## src/core/gocx_pkg.sv

```systemverilog
// Package: constants and carriers of the pin and crystal block
// How it works
// RL1 - Input codes 12-15 select control inputs
// RL2 - Output code 0 level, 1 slow clock
// RL3 - Codes 2-4 power state flags, 5-7 reserved
// RL4 - Codes 8,9 DVS done; 10,11 power enables
// RL5 - Code 12 supply good, 13 power good
// RL6 - Code 14 fast clock, 15 aux reset
// RL7 - Crystal enable bit 2 runs OFF/ON/SLEEP
// RL8 - BACKUP state uses crystal backup enable
// RL9 - Crystal enable written only during load
// RL10 - Inhibit clear: RC clock until crystal valid
// RL11 - Inhibit set: hold ON until crystal valid
// RL12 - Bit 15 direction, 1 is input
// RL13 - Bits 14:13 pull select, reset 01
// RL14 - Bit 12 picks rising or both edges
// RL15 - Polarity 0 inverted, 1 non-inverted
// RL16 - Drive enable 0 keeps pin tri-stated
// RL17 - Function code table chosen by direction
// RL18 - Crystal valid after stable start count
package gocx_pkg;

  // Register offsets (index; byte address is four times this)
  localparam logic [15:0] GOCX_IDX_PIN1 = 16'h781A;
  localparam logic [15:0] GOCX_IDX_PIN2 = 16'h781B;
  localparam logic [15:0] GOCX_IDX_STAT = 16'h781C;
  localparam logic [15:0] GOCX_IDX_MASK = 16'h781D;
  localparam logic [15:0] GOCX_IDX_CTRL = 16'h781E;
  localparam logic [15:0] GOCX_IDX_STATE = 16'h781F;

  // Field positions
  localparam int GOCX_POS_DIR = 15;
  localparam int GOCX_POS_PULL = 13;
  localparam int GOCX_POS_IRQM = 12;
  localparam int GOCX_POS_POL = 10;
  localparam int GOCX_POS_ENA = 8;
  localparam int GOCX_POS_FN = 4;
  localparam int GOCX_POS_XENA = 2;
  localparam int GOCX_POS_XINH = 1;
  localparam int GOCX_POS_BKUP = 0;

  // Reset values
  localparam logic [15:0] GOCX_RST_PIN = 16'hA400;
  localparam logic [2:0] GOCX_RST_XTAL = 3'h0;
  localparam logic [1:0] GOCX_PULL_DOWN = 2'h1;

  // Timing: slow clock 32.768 kHz, fast clock 2.5 MHz (2 MHz rounds to a 2-cycle half period), crystal settle 1 ms
  localparam int GOCX_CLK_HZ = 10000000;
  localparam int GOCX_FAST_HZ = 2000000;
  localparam int GOCX_FAST_HALF = GOCX_CLK_HZ / (2 * GOCX_FAST_HZ);
  localparam int GOCX_SLOW_HZ_X1000 = 32768000;
  localparam int GOCX_SLOW_HALF = (GOCX_CLK_HZ / 2) / (GOCX_SLOW_HZ_X1000 / 1000);
  localparam int GOCX_XTAL_SETTLE_US = 1000;
  localparam int GOCX_XTAL_SETTLE_CYC = (GOCX_XTAL_SETTLE_US * (GOCX_CLK_HZ / 1000000));

  // Power states
  typedef enum logic [1:0] {GOCX_ST_OFF, GOCX_ST_ON, GOCX_ST_SLEEP, GOCX_ST_BACKUP} gocx_pstate_type;

  // Output function codes
  localparam logic [3:0] GOCX_FN_LEVEL = 4'h0;
  localparam logic [3:0] GOCX_FN_SLOWCLK = 4'h1;
  localparam logic [3:0] GOCX_FN_ON = 4'h2;
  localparam logic [3:0] GOCX_FN_SLEEP = 4'h3;
  localparam logic [3:0] GOCX_FN_CHANGE = 4'h4;
  localparam logic [3:0] GOCX_FN_DVS1 = 4'h8;
  localparam logic [3:0] GOCX_FN_DVS2 = 4'h9;
  localparam logic [3:0] GOCX_FN_EPE1 = 4'hA;
  localparam logic [3:0] GOCX_FN_EPE2 = 4'hB;
  localparam logic [3:0] GOCX_FN_SYSGOOD = 4'hC;
  localparam logic [3:0] GOCX_FN_PWRGOOD = 4'hD;
  localparam logic [3:0] GOCX_FN_FASTCLK = 4'hE;
  localparam logic [3:0] GOCX_FN_AUXRST = 4'hF;

  // Input function codes that reach the control inputs
  localparam logic [3:0] GOCX_IN_HWC1 = 4'hC;
  localparam logic [3:0] GOCX_IN_HWC2 = 4'hD;
  localparam logic [3:0] GOCX_IN_HWC1_LONG = 4'hE;
  localparam logic [3:0] GOCX_IN_HWC2_LONG = 4'hF;

  // Interrupt status bits
  localparam int GOCX_IRQ_PIN1 = 0;
  localparam int GOCX_IRQ_PIN2 = 1;
  localparam int GOCX_IRQ_XVALID = 2;

  // Decoded pin configuration
  typedef struct packed {
    logic       direction_in;
    logic [1:0] pull_select;
    logic       irq_edge_mode;
    logic       polarity;
    logic       drive_enable;
    logic [3:0] function_select;
  } gocx_pincfg_type;

  // Internal signal sources offered to an output pin
  typedef struct packed {
    logic level;
    logic slow_clk;
    logic on_state;
    logic sleep_state;
    logic state_change;
    logic dvs1_done;
    logic dvs2_done;
    logic epe1;
    logic epe2;
    logic system_supply_good;
    logic converter_power_good;
    logic fast_clk;
    logic aux_reset;
  } gocx_src_type;

  // Control inputs delivered from a pin
  typedef struct packed {
    logic hwc1;
    logic hwc2;
    logic hwc1_long;
    logic hwc2_long;
  } gocx_hwc_type;

  // Field extraction used by every pin
  function automatic gocx_pincfg_type gocx_decode(input logic [15:0] r);
    gocx_pincfg_type c;
    c.direction_in    = r[GOCX_POS_DIR];
    c.pull_select     = r[GOCX_POS_PULL +: 2];
    c.irq_edge_mode   = r[GOCX_POS_IRQM];
    c.polarity        = r[GOCX_POS_POL];
    c.drive_enable    = r[GOCX_POS_ENA];
    c.function_select = r[GOCX_POS_FN +: 4];
    return c;
  endfunction

endpackage

```

## src/core/gocx_pin.sv

```systemverilog
// One configurable pin: function mux, polarity, tri-state and edge detect
`timescale 1ns/1ns
module gocx_pin
  import gocx_pkg::*;
(
  // Clock and reset
  input  wire logic            clk_i,
  input  wire logic            rst_n_i,
  // Configuration and sources
  input  wire gocx_pincfg_type cfg_i,
  input  wire gocx_src_type    src_i,
  input  wire logic            pin_sync_i,
  // Pin drive
  output logic                 pin_o,
  output logic                 pin_oe_o,
  output logic                 pull_up_o,
  output logic                 pull_down_o,
  // Results
  output gocx_hwc_type         hwc_o,
  output logic                 edge_o
);

  typedef struct packed {
    logic pout;
    logic prev;
  } gocx_pinst_type;

  gocx_pinst_type s_q;
  gocx_pinst_type s_d;
  logic           src_sel;
  logic           active;

  // Output function table, reserved codes select a low source level
  always_comb
  begin
    case (cfg_i.function_select)
      GOCX_FN_LEVEL:   src_sel = src_i.level; // RL2
      GOCX_FN_SLOWCLK: src_sel = src_i.slow_clk; // RL2
      GOCX_FN_ON:      src_sel = src_i.on_state; // RL3
      GOCX_FN_SLEEP:   src_sel = src_i.sleep_state; // RL3
      GOCX_FN_CHANGE:  src_sel = src_i.state_change; // RL3
      GOCX_FN_DVS1:    src_sel = src_i.dvs1_done; // RL4
      GOCX_FN_DVS2:    src_sel = src_i.dvs2_done; // RL4
      GOCX_FN_EPE1:    src_sel = src_i.epe1; // RL4
      GOCX_FN_EPE2:    src_sel = src_i.epe2; // RL4
      GOCX_FN_SYSGOOD: src_sel = src_i.system_supply_good; // RL5
      GOCX_FN_PWRGOOD: src_sel = src_i.converter_power_good; // RL5
      GOCX_FN_FASTCLK: src_sel = src_i.fast_clk; // RL6
      GOCX_FN_AUXRST:  src_sel = src_i.aux_reset; // RL6
      default:         src_sel = 1'b0; // RL3
    endcase
  end

  // Logical level after polarity; 0 means active low
  assign active = cfg_i.polarity ? pin_sync_i : ~pin_sync_i; // RL15

  // Registered pin level and edge history
  always_comb
  begin
    s_d      = s_q;
    s_d.pout = cfg_i.polarity ? src_sel : ~src_sel; // RL15
    s_d.prev = pin_sync_i;
  end

  always_ff @(posedge clk_i)
  begin
    if (!rst_n_i)
      s_q <= '0;
    else
      s_q <= s_d;
  end

  // Drive only as output and only when enabled
  assign pin_o    = s_q.pout;
  assign pin_oe_o = cfg_i.drive_enable & ~cfg_i.direction_in; // RL16 RL12
  assign pull_up_o   = (cfg_i.pull_select == 2'h2); // RL13
  assign pull_down_o = (cfg_i.pull_select == GOCX_PULL_DOWN); // RL13

  // Input table applies only when the pin is an input and enabled
  always_comb
  begin
    hwc_o = '0;
    if (cfg_i.direction_in && cfg_i.drive_enable) // RL17
    begin
      hwc_o.hwc1      = active && cfg_i.function_select == GOCX_IN_HWC1;
      hwc_o.hwc2      = active && cfg_i.function_select == GOCX_IN_HWC2;      // RL1
      hwc_o.hwc1_long = active && cfg_i.function_select == GOCX_IN_HWC1_LONG; // RL1
      hwc_o.hwc2_long = active && cfg_i.function_select == GOCX_IN_HWC2_LONG; // RL1
    end
  end

  // Rising edge of the active level, or either edge in both-edge mode
  assign edge_o = cfg_i.direction_in && cfg_i.drive_enable &&
                  (cfg_i.irq_edge_mode ? (pin_sync_i != s_q.prev)
                   : (cfg_i.polarity ? (pin_sync_i & ~s_q.prev) : (~pin_sync_i & s_q.prev))); // RL14

endmodule

```

## src/core/gocx_xtal.sv

```systemverilog
// Crystal run control, start-up timer and clock output selection
`timescale 1ns/1ns
module gocx_xtal
  import gocx_pkg::*;
(
  // Clock and reset
  input  wire logic            clk_i,
  input  wire logic            rst_n_i,
  // Settings and state
  input  wire logic            osc_enable_i,
  input  wire logic            backup_enable_i,
  input  wire logic            inhibit_i,
  input  wire gocx_pstate_type pstate_i,
  input  wire logic            xtal_clk_i,
  input  wire logic            rc_clk_i,
  // Results
  output logic                 xtal_run_o,
  output logic                 xtal_valid_o,
  output logic                 clock_output_pin_o,
  output logic                 on_allowed_o
);

  typedef struct packed {
    logic [15:0] cnt;
    logic        valid;
    logic        clk;
  } gocx_xst_type;

  gocx_xst_type s_q;
  gocx_xst_type s_d;
  logic         run;

  // BACKUP state follows its own enable
  assign run = (pstate_i == GOCX_ST_BACKUP) ? backup_enable_i : osc_enable_i; // RL8 RL7

  // Settle counter; valid once stable, dropped when stopped
  always_comb
  begin
    s_d = s_q;
    if (!run)
    begin
      s_d.cnt   = '0;
      s_d.valid = 1'b0;
    end
    else if (s_q.cnt == 16'(GOCX_XTAL_SETTLE_CYC - 1))
      s_d.valid = 1'b1; // RL18
    else
      s_d.cnt = s_q.cnt + 16'h0001;
    // Glitch risk at switchover accepted; output is registered
    s_d.clk = s_q.valid ? xtal_clk_i : (inhibit_i ? 1'b0 : rc_clk_i); // RL10
  end

  always_ff @(posedge clk_i)
  begin
    if (!rst_n_i)
      s_q <= '0;
    else
      s_q <= s_d;
  end

  assign xtal_run_o         = run;
  assign xtal_valid_o       = s_q.valid;
  assign clock_output_pin_o = s_q.clk;
  assign on_allowed_o       = ~inhibit_i | s_q.valid; // RL11

endmodule

```

## src/core/gocx_top.sv

```systemverilog
// Two start-up pins and crystal control behind an Avalon-MM slave
//
// The Avalon-MM slave port was decided locally.
`timescale 1ns/1ns
module gocx_top
  import gocx_pkg::*;
(
  // Clock and reset
  input  wire logic            clk_i,
  input  wire logic            rst_n_i,
  // Avalon-MM slave
  input  wire logic [17:0]     avs_address_i,
  input  wire logic            avs_read_i,
  input  wire logic            avs_write_i,
  input  wire logic [31:0]     avs_writedata_i,
  input  wire logic [3:0]      avs_byteenable_i,
  output logic [31:0]          avs_readdata_o,
  output logic                 avs_waitrequest_o,
  output logic [1:0]           avs_response_o,
  output logic                 irq_o,
  // Configuration load
  input  wire logic            external_config_load_i,
  // Power state and sources
  input  wire gocx_pstate_type pstate_i,
  input  wire gocx_src_type    src1_i,
  input  wire gocx_src_type    src2_i,
  // Oscillators
  input  wire logic            xtal_clk_i,
  input  wire logic            rc_clk_i,
  output logic                 xtal_run_o,
  output logic                 xtal_valid_o,
  output logic                 clock_output_pin_o,
  output logic                 on_allowed_o,
  // Pins
  input  wire logic [1:0]      pin_i,
  output logic [1:0]           pin_o,
  output logic [1:0]           pin_oe_o,
  output logic [1:0]           pull_up_o,
  output logic [1:0]           pull_down_o,
  // Control inputs from pins
  output gocx_hwc_type         hwc_o
);

  typedef struct packed {
    logic [15:0] pin1;
    logic [15:0] pin2;
    logic [2:0]  stat;
    logic [2:0]  mask;
    logic [1:0]  sync1;
    logic [1:0]  sync2;
    logic        valid_prev;
    logic        ack;
    logic [31:0] rdata;
    logic [1:0]  resp;
  } gocx_st_type;

  gocx_st_type     s_q;
  gocx_st_type     s_d;
  gocx_pincfg_type cfg [2];
  gocx_hwc_type    hwc [2];
  gocx_src_type    src [2];
  logic [1:0]      pin_edge;
  logic [15:0]     idx;
  logic            req;
  logic            loading;

  // Word index from byte address
  assign idx     = avs_address_i[17:2];
  assign req     = (avs_read_i | avs_write_i) & ~s_q.ack;
  assign loading = external_config_load_i;

  // Byte-lane merge of a 16-bit register
  function automatic logic [15:0] gocx_merge(input logic [15:0] old, input logic [31:0] wd, input logic [3:0] be);
    gocx_merge = old;
    if (be[0])
      gocx_merge[7:0] = wd[7:0];
    if (be[1])
      gocx_merge[15:8] = wd[15:8];
  endfunction

  // Clock dividers for the pin clock functions
  logic [7:0] fast_cnt_q;
  logic [7:0] slow_cnt_q;
  logic       fast_q;
  logic       slow_q;

  always_ff @(posedge clk_i)
  begin
    if (!rst_n_i)
    begin
      fast_cnt_q <= 8'h00;
      slow_cnt_q <= 8'h00;
      fast_q     <= 1'b0;
      slow_q     <= 1'b0;
    end
    else
    begin
      fast_cnt_q <= (fast_cnt_q == 8'(GOCX_FAST_HALF - 1)) ? 8'h00 : fast_cnt_q + 8'h01;
      slow_cnt_q <= (slow_cnt_q == 8'(GOCX_SLOW_HALF - 1)) ? 8'h00 : slow_cnt_q + 8'h01;
      if (fast_cnt_q == 8'(GOCX_FAST_HALF - 1))
        fast_q <= ~fast_q;
      if (slow_cnt_q == 8'(GOCX_SLOW_HALF - 1))
        slow_q <= ~slow_q;
    end
  end

  // Sources per pin with the generated clocks substituted
  always_comb
  begin
    src[0]          = src1_i;
    src[1]          = src2_i;
    src[0].fast_clk = fast_q; // RL6
    src[1].fast_clk = fast_q;
    src[0].slow_clk = slow_q; // RL2
    src[1].slow_clk = slow_q;
  end

  assign cfg[0] = gocx_decode(s_q.pin1);
  assign cfg[1] = gocx_decode(s_q.pin2); // RL12 RL13 RL14

  // Two identical pins
  genvar g;
  generate
    for (g = 0; g < 2; g++)
    begin : g_pin
      gocx_pin u_pin (
        .clk_i       (clk_i),
        .rst_n_i     (rst_n_i),
        .cfg_i       (cfg[g]),
        .src_i       (src[g]),
        .pin_sync_i  (g == 0 ? s_q.sync1[1] : s_q.sync2[1]),
        .pin_o       (pin_o[g]),
        .pin_oe_o    (pin_oe_o[g]),
        .pull_up_o   (pull_up_o[g]),
        .pull_down_o (pull_down_o[g]),
        .hwc_o       (hwc[g]),
        .edge_o      (pin_edge[g])
      );
    end
  endgenerate

  assign hwc_o = hwc[0] | hwc[1]; // RL1

  // Crystal control reads pin 1 crystal fields
  gocx_xtal u_xtal (
    .clk_i              (clk_i),
    .rst_n_i            (rst_n_i),
    .osc_enable_i       (s_q.pin1[GOCX_POS_XENA]),
    .backup_enable_i    (s_q.pin1[GOCX_POS_BKUP]),
    .inhibit_i          (s_q.pin1[GOCX_POS_XINH]),
    .pstate_i           (pstate_i),
    .xtal_clk_i         (xtal_clk_i),
    .rc_clk_i           (rc_clk_i),
    .xtal_run_o         (xtal_run_o),
    .xtal_valid_o       (xtal_valid_o),
    .clock_output_pin_o (clock_output_pin_o),
    .on_allowed_o       (on_allowed_o)
  );

  // Register file, interrupt status and bus answer
  always_comb
  begin
    s_d            = s_q;
    s_d.sync1      = {s_q.sync1[0], pin_i[0]};
    s_d.sync2      = {s_q.sync2[0], pin_i[1]};
    s_d.valid_prev = xtal_valid_o;
    s_d.ack        = req;
    // Events set sticky bits
    if (pin_edge[0])
      s_d.stat[GOCX_IRQ_PIN1] = 1'b1;
    if (pin_edge[1])
      s_d.stat[GOCX_IRQ_PIN2] = 1'b1;
    if (xtal_valid_o && !s_q.valid_prev)
      s_d.stat[GOCX_IRQ_XVALID] = 1'b1;
    if (req)
    begin
      s_d.rdata = 32'h0000_0000;
      s_d.resp  = 2'h0;
      case (idx)
        GOCX_IDX_PIN1:
        begin
          s_d.rdata[15:0] = s_q.pin1;
          if (avs_write_i)
          begin
            s_d.pin1 = gocx_merge(s_q.pin1, avs_writedata_i, avs_byteenable_i);
            // Crystal fields locked outside a load
            if (!loading)
              s_d.pin1[2:0] = s_q.pin1[2:0]; // RL9
          end
        end
        GOCX_IDX_PIN2:
        begin
          s_d.rdata[15:0] = s_q.pin2;
          if (avs_write_i)
            s_d.pin2 = gocx_merge(s_q.pin2, avs_writedata_i, avs_byteenable_i);
        end
        GOCX_IDX_STAT:
        begin
          s_d.rdata[2:0] = s_q.stat;
          // Read clears, but an event in the same cycle survives
          if (avs_read_i)
            s_d.stat = {xtal_valid_o && !s_q.valid_prev, pin_edge};
        end
        GOCX_IDX_MASK:
        begin
          s_d.rdata[2:0] = s_q.mask;
          if (avs_write_i && avs_byteenable_i[0])
            s_d.mask = avs_writedata_i[2:0];
        end
        GOCX_IDX_CTRL:
          s_d.rdata[0] = loading;
        GOCX_IDX_STATE:
          s_d.rdata[3:0] = {xtal_valid_o, on_allowed_o, pstate_i};
        default:
          s_d.resp = 2'h2;
      endcase
    end
  end

  always_ff @(posedge clk_i)
  begin
    if (!rst_n_i)
    begin
      s_q      <= '0;
      s_q.pin1 <= {GOCX_RST_PIN[15:3], GOCX_RST_XTAL}; // RL7 RL10
      s_q.pin2 <= GOCX_RST_PIN; // RL12 RL13 RL15 RL16
    end
    else
      s_q <= s_d;
  end

  // One wait cycle, answer on the second edge
  assign avs_waitrequest_o = (avs_read_i | avs_write_i) & ~s_q.ack;
  assign avs_readdata_o    = s_q.rdata;
  assign avs_response_o    = s_q.resp;
  assign irq_o             = |(s_q.stat & s_q.mask);

endmodule

```

## config.mk

```make
export PLATFORM = sky130hd
export DESIGN_NAME = gocx_top
export DESIGN_NICKNAME = d
export VERILOG_FILES = /design/src/core/gocx_pkg.sv /design/src/core/gocx_pin.sv /design/src/core/gocx_xtal.sv /design/src/core/gocx_top.sv
export SDC_FILE = /design/constraint.sdc
export NUM_CORES = 1
export LEC_CHECK = 0
export ABC_AREA = 1
export BUFFER_PORTS_ARGS = -buffer_cell sky130_fd_sc_hd__buf_2
export CORE_ASPECT_RATIO = 0.5
export CORE_MARGIN = 5
export CORE_UTILIZATION = 40
export DETAILED_ROUTE_END_ITERATION = 16
export GPL_TIMING_DRIVEN = 0
export PLACE_DENSITY = 0.69
export SYNTH_ARGS = -nofsm -noshare
export SYNTH_HDL_FRONTEND = slang
export SYNTH_HIERARCHICAL = 1
export SYNTH_SLANG_ARGS = --single-unit
```

## constraint.sdc

```tcl
create_clock -name clk_i -period 2.05 [get_ports clk_i]
set_clock_uncertainty 0.05 [all_clocks]
set_input_delay 0.615 -clock clk_i [delete_from_list [all_inputs] [get_ports clk_i]]
set_output_delay 0.615 -clock clk_i [all_outputs]
set_load 0.01 [all_outputs]
```

==> load_flow_metrics.sql <==
INSERT INTO impl_metrics (metric_group, metric, value, unit) VALUES
('routing', 'final_antenna_net_count', '0', ''),
('critical_path', 'worst_setup_path_end_kind', 'output port', ''),
('yosys', 'synth-seq-cells', '101', ''),
('critical_path', 'cp_num_cells', '4', ''),
('power_and_ir_drop', 'power.total', '0.00399', 'W'),
('global_route', 'met3_usage_grt', '3.70', '%'),
('critical_path', 'timing.critical_path.max_delay_family', 'flip-flops', ''),
('yosys', 'asyncSetResetFlopFracSynth', '0', '%'),
('yosys', 'mean_post_synth_cell_area', '7.18', 'um^2'),
('cells_and_area', 'final_standard_cell_utilization_of_the_core', '51.0', '%'),
('cells_and_area', 'layout-drive-gt1-share', '32.7', '%'),
('hold_path', 'hold_path.class', 'reg2reg', ''),
('sta', 'fin_hold_ws', '0.363', 'ns'),
('power_and_ir_drop', 'power.internal', '0.00298', 'W'),
('global_route', 'gr_util_all_layers', '17.2', '%'),
('critical_path', 'setup.reg_to_reg.worst_slack', '0.32', 'ns'),
('yosys', 'mappedNetlistArea', '0.00562', 'mm^2'),
('global_route', 'grt_start_max_net_pins', '18', ''),
('routing', 'firstDrtPassIters', '7', ''),
('power_and_ir_drop', 'power_frac_clock', '40.2', '%'),
('power_and_ir_drop', 'combPwrFrac', '9.2', '%'),
('sta', 'post-route-worst-setup-slack', '-0.106', 'ns'),
('routing', 'detail_route.wl_per_cell', '12.5', 'um'),
('cells_and_area', 'post-route-cell-area', '0.00696', 'mm^2'),
('placed_design', 'routabilityCongestion', '0.845', ''),
('power_and_ir_drop', 'power.net_switching', '0.00101', 'W'),
('placed_design', 'place_hpwl', '10.5', 'mm'),
('critical_path', 'timing.critical_path.to', 'hwc_o[2]', ''),
('critical_path', 'timing.critical_path.slowest_stage_cell', 'sky130_fd_sc_hd__dfxtp_4', ''),
('sta', 'max_freq', '464', 'MHz'),
('global_route', 'grt_remaining_overflow', '0', ''),
('yosys', 'ys_types', '40', ''),
('power_and_ir_drop', 'cellPowerDensity', '573', 'mW/mm^2'),
('sta', 'finalMaxSlewViolations', '0', ''),
('global_route', 'grt_pass1_vias', '4962', ''),
('sta', 'setup_violations', '4', ''),
('power_and_ir_drop', 'seqPwrFrac', '50.6', '%'),
('sta', 'worstMarginPinSlew', '0.573', 'ns'),
('critical_path', 'path_max_fanout', '4', ''),
('outcome', 'status', 'complete, but fails checks', ''),
('yosys', 'yosysTopAreaCellShare', '36.0', '%'),
('floorplanning', 'floorplan.die_area', '0.0167', 'mm^2'),
('cts', 'cts_tree', 'built', ''),
('cts', 'clock_insertion_delay_worst_skew', '0.35', 'ns'),
('global_route', 'grt.met1_usage', '21.9', '%'),
('cells_and_area', 'area_growth', '23.9', '%'),
('cts', 'cts_root_buffer', 'sky130_fd_sc_hd__clkbuf_16', ''),
('placed_design', 'placement.io_buffers', '101', ''),
('cells_and_area', 'final_net_count', '1023', ''),
('critical_path', 'critPathMaxStageDelay', '0.38', 'ns'),
('yosys', 'post_synth_main_area_contributors', 'sky130_fd_sc_hd__dfxtp_1, sky130_fd_sc_hd__nand2_1, sky130_fd_sc_hd__nand3_1', ''),
('job', 'drv_cap', '0', ''),
('floorplanning', 'die_width', '178', 'um'),
('yosys', 'synth_sequential_area_ratio', '36.0', '%'),
('power_and_ir_drop', 'swShare', '25.2', '%'),
('critical_path', 'critical_path_required', '1.38', 'ns'),
('critical_path', 'critPathLaunchType', 'register', ''),
('yosys', 'yosysWarningCount', '6', ''),
('power_and_ir_drop', 'leakage', '3.34', 'nW'),
('placed_design', 'dpl_cell_area', '0.00642', 'mm^2'),
('floorplanning', 'initial_utilization', '41.1', '%'),
('cells_and_area', 'filler_cell_count', '1359', ''),
('global_route', 'antenna_violations_before_repair', '0', ''),
('critical_path', 'r2r-start', 's_q[39]', ''),
('floorplanning', 'top_level_ports', '143', ''),
('yosys', 'synth_top_flop_cell', 'sky130_fd_sc_hd__dfxtp_1', ''),
('global_route', 'grt_pass1_wl', '23.3', 'mm'),
('outcome', 'violations', 'setup timing', ''),
('cts', 'worst_setup_hold_path_clk_slew', '0.07', 'ns'),
('sta', 'period_share', '105', '%'),
('critical_path', 'worst_r2r_path_depth', '8', '');
[flip-flops by register name (all words and copies together) (netlist names)]
register	count
avs_readdata_o	16
avs_response_o	1
cfg	20
fast_cnt_q	8
fast_q	1
g_pin.u_pin/pin_o	2
g_pin.u_pin/s_q	2
s_d	2
s_q	22
slow_cnt_q	8
slow_q	1
u_xtal/clock_output_pin_o	1
u_xtal/s_q	16
u_xtal/xtal_valid_o	1
[worst min-delay path: stages (launching register included)]
cell and delay (ns):
sky130_fd_sc_hd__dfxtp_1 0.30, sky130_fd_sc_hd__nand2_1 0.05, sky130_fd_sc_hd__inv_1 0.04
[repair_timing]
item,in CTS,in global routing
cloned,0,0
endpoints found under the setup margin,5,6
setup buffers,11,2
resized for setup,35,18
pin swaps,6,5
[cell usage in the layout, fill, tap and decap left out, drive strengths merged]
cell,n
o21ai,47
buf,161
o2111ai,1
clkbuf,16
inv,96
xor2,4
dfxtp,101
a31o,1
mux2,2
nand4,16
nor4,4
clkinvlp,1
nor3b,1
conb,17
nand2,192
a21oi,54
nand3,69
ha,8
nor2,106
xnor2,7
nor3,16
o21bai,1
clkinv,3
nand3b,1
or2,4
[worst min path at each step]
stage                     cells after the start       to  startpoint
after floorplan                               2  s_q[37]     s_d[37]
after global placement                        1  s_q[45]     s_q[35]
after detailed placement                      2  s_q[37]     s_d[37]
after CTS                                     2  s_q[37]     s_d[37]
after global routing                          3  s_d[39]    pin_i[0]
final                                         2  s_q[37]     s_d[37]
[cell type report]
type	instances	share of cell area, %
Buffer	52	5.84
Tap cell	192	3.45
Clock buffer	11	3.34
Clock inverter	5	0.611
Multi-Input combinational cell	551	43.0
Timing Repair Buffer	114	9.02
Inverter	95	5.34
Sequential cell	101	29.4
[metal layers]
metal  part of all wire (%)  vias up  routed length (um)
met1                     45     2391                6320
met3                    6.6        9                 929
li1                       -     2740                   -
met5                      0        -                   0
met2                     48      132                6690
met4                   0.91        0                 128
[logic make-up (layout without fill, tap and decap cells)]
family | Yosys count | count (layout) | share of synthesized area, %
DFF | 101 | 101 | 36.0
buffers and inverters | 147 | 277 | 13.7
other | 1 | 17 | 0.0667
xor gates and xnor gates | 11 | 11 | 1.71
and+or+nand+nor | 409 | 409 | 36.3
muxes | 2 | 2 | 0.401
adders and majority gates | 8 | 8 | 1.78
AOI/OAI and AO/OA | 104 | 104 | 10.0
[power groups by stage]
stage	clock, W	combinational, W	sequential [W]
2_1_floorplan	0	0.000212	0.00206
3_3_place_gp	0	0.000347	0.00207
3_5_place_dp	0	0.000353	0.00207
4_1_cts	0.00165	0.000366	0.00202
5_1_grt	0.00173	0.000411	0.00203
6_report	0.00160	0.000367	0.00202
[per-stage QoR]
stage,std cells,TNS [ns],setup WS (ns)
final,1121,-0.234,-0.106
after global routing,1121,-0.439,-0.150
after CTS,1119,-0.232,-0.0975
after detailed placement,1092,-3.93,-0.317
after global placement,1092,-3.96,-0.297
after floorplan,799,0,0.173
[cell usage after synthesis, types with 2 or more instances]
cell                         n
sky130_fd_sc_hd__nand3_1    64
sky130_fd_sc_hd__or2_2       4
sky130_fd_sc_hd__nand2_1   164
sky130_fd_sc_hd__nor2_1     76
sky130_fd_sc_hd__nand3_2     5
sky130_fd_sc_hd__inv_1      80
sky130_fd_sc_hd__buf_6       7
sky130_fd_sc_hd__a21oi_1    49
sky130_fd_sc_hd__o21ai_0    30
sky130_fd_sc_hd__nand2_2    23
sky130_fd_sc_hd__nor2_8      4
sky130_fd_sc_hd__xor2_1      4
sky130_fd_sc_hd__mux2_2      2
sky130_fd_sc_hd__dfxtp_1   101
sky130_fd_sc_hd__nand2_4     4
sky130_fd_sc_hd__clkbuf_1    5
sky130_fd_sc_hd__o21ai_2     3
sky130_fd_sc_hd__xnor2_1     7
sky130_fd_sc_hd__inv_2      10
sky130_fd_sc_hd__nor4_1      4
sky130_fd_sc_hd__nor2_4     11
sky130_fd_sc_hd__nor2_2     15
sky130_fd_sc_hd__nor3_1     15
sky130_fd_sc_hd__o21ai_1    14
sky130_fd_sc_hd__nand4_1    16
sky130_fd_sc_hd__buf_2       3
sky130_fd_sc_hd__buf_4      35
sky130_fd_sc_hd__a21oi_2     5
sky130_fd_sc_hd__buf_8       2
sky130_fd_sc_hd__inv_4       4
sky130_fd_sc_hd__ha_1        8
(Power assumes the default switching activity.)
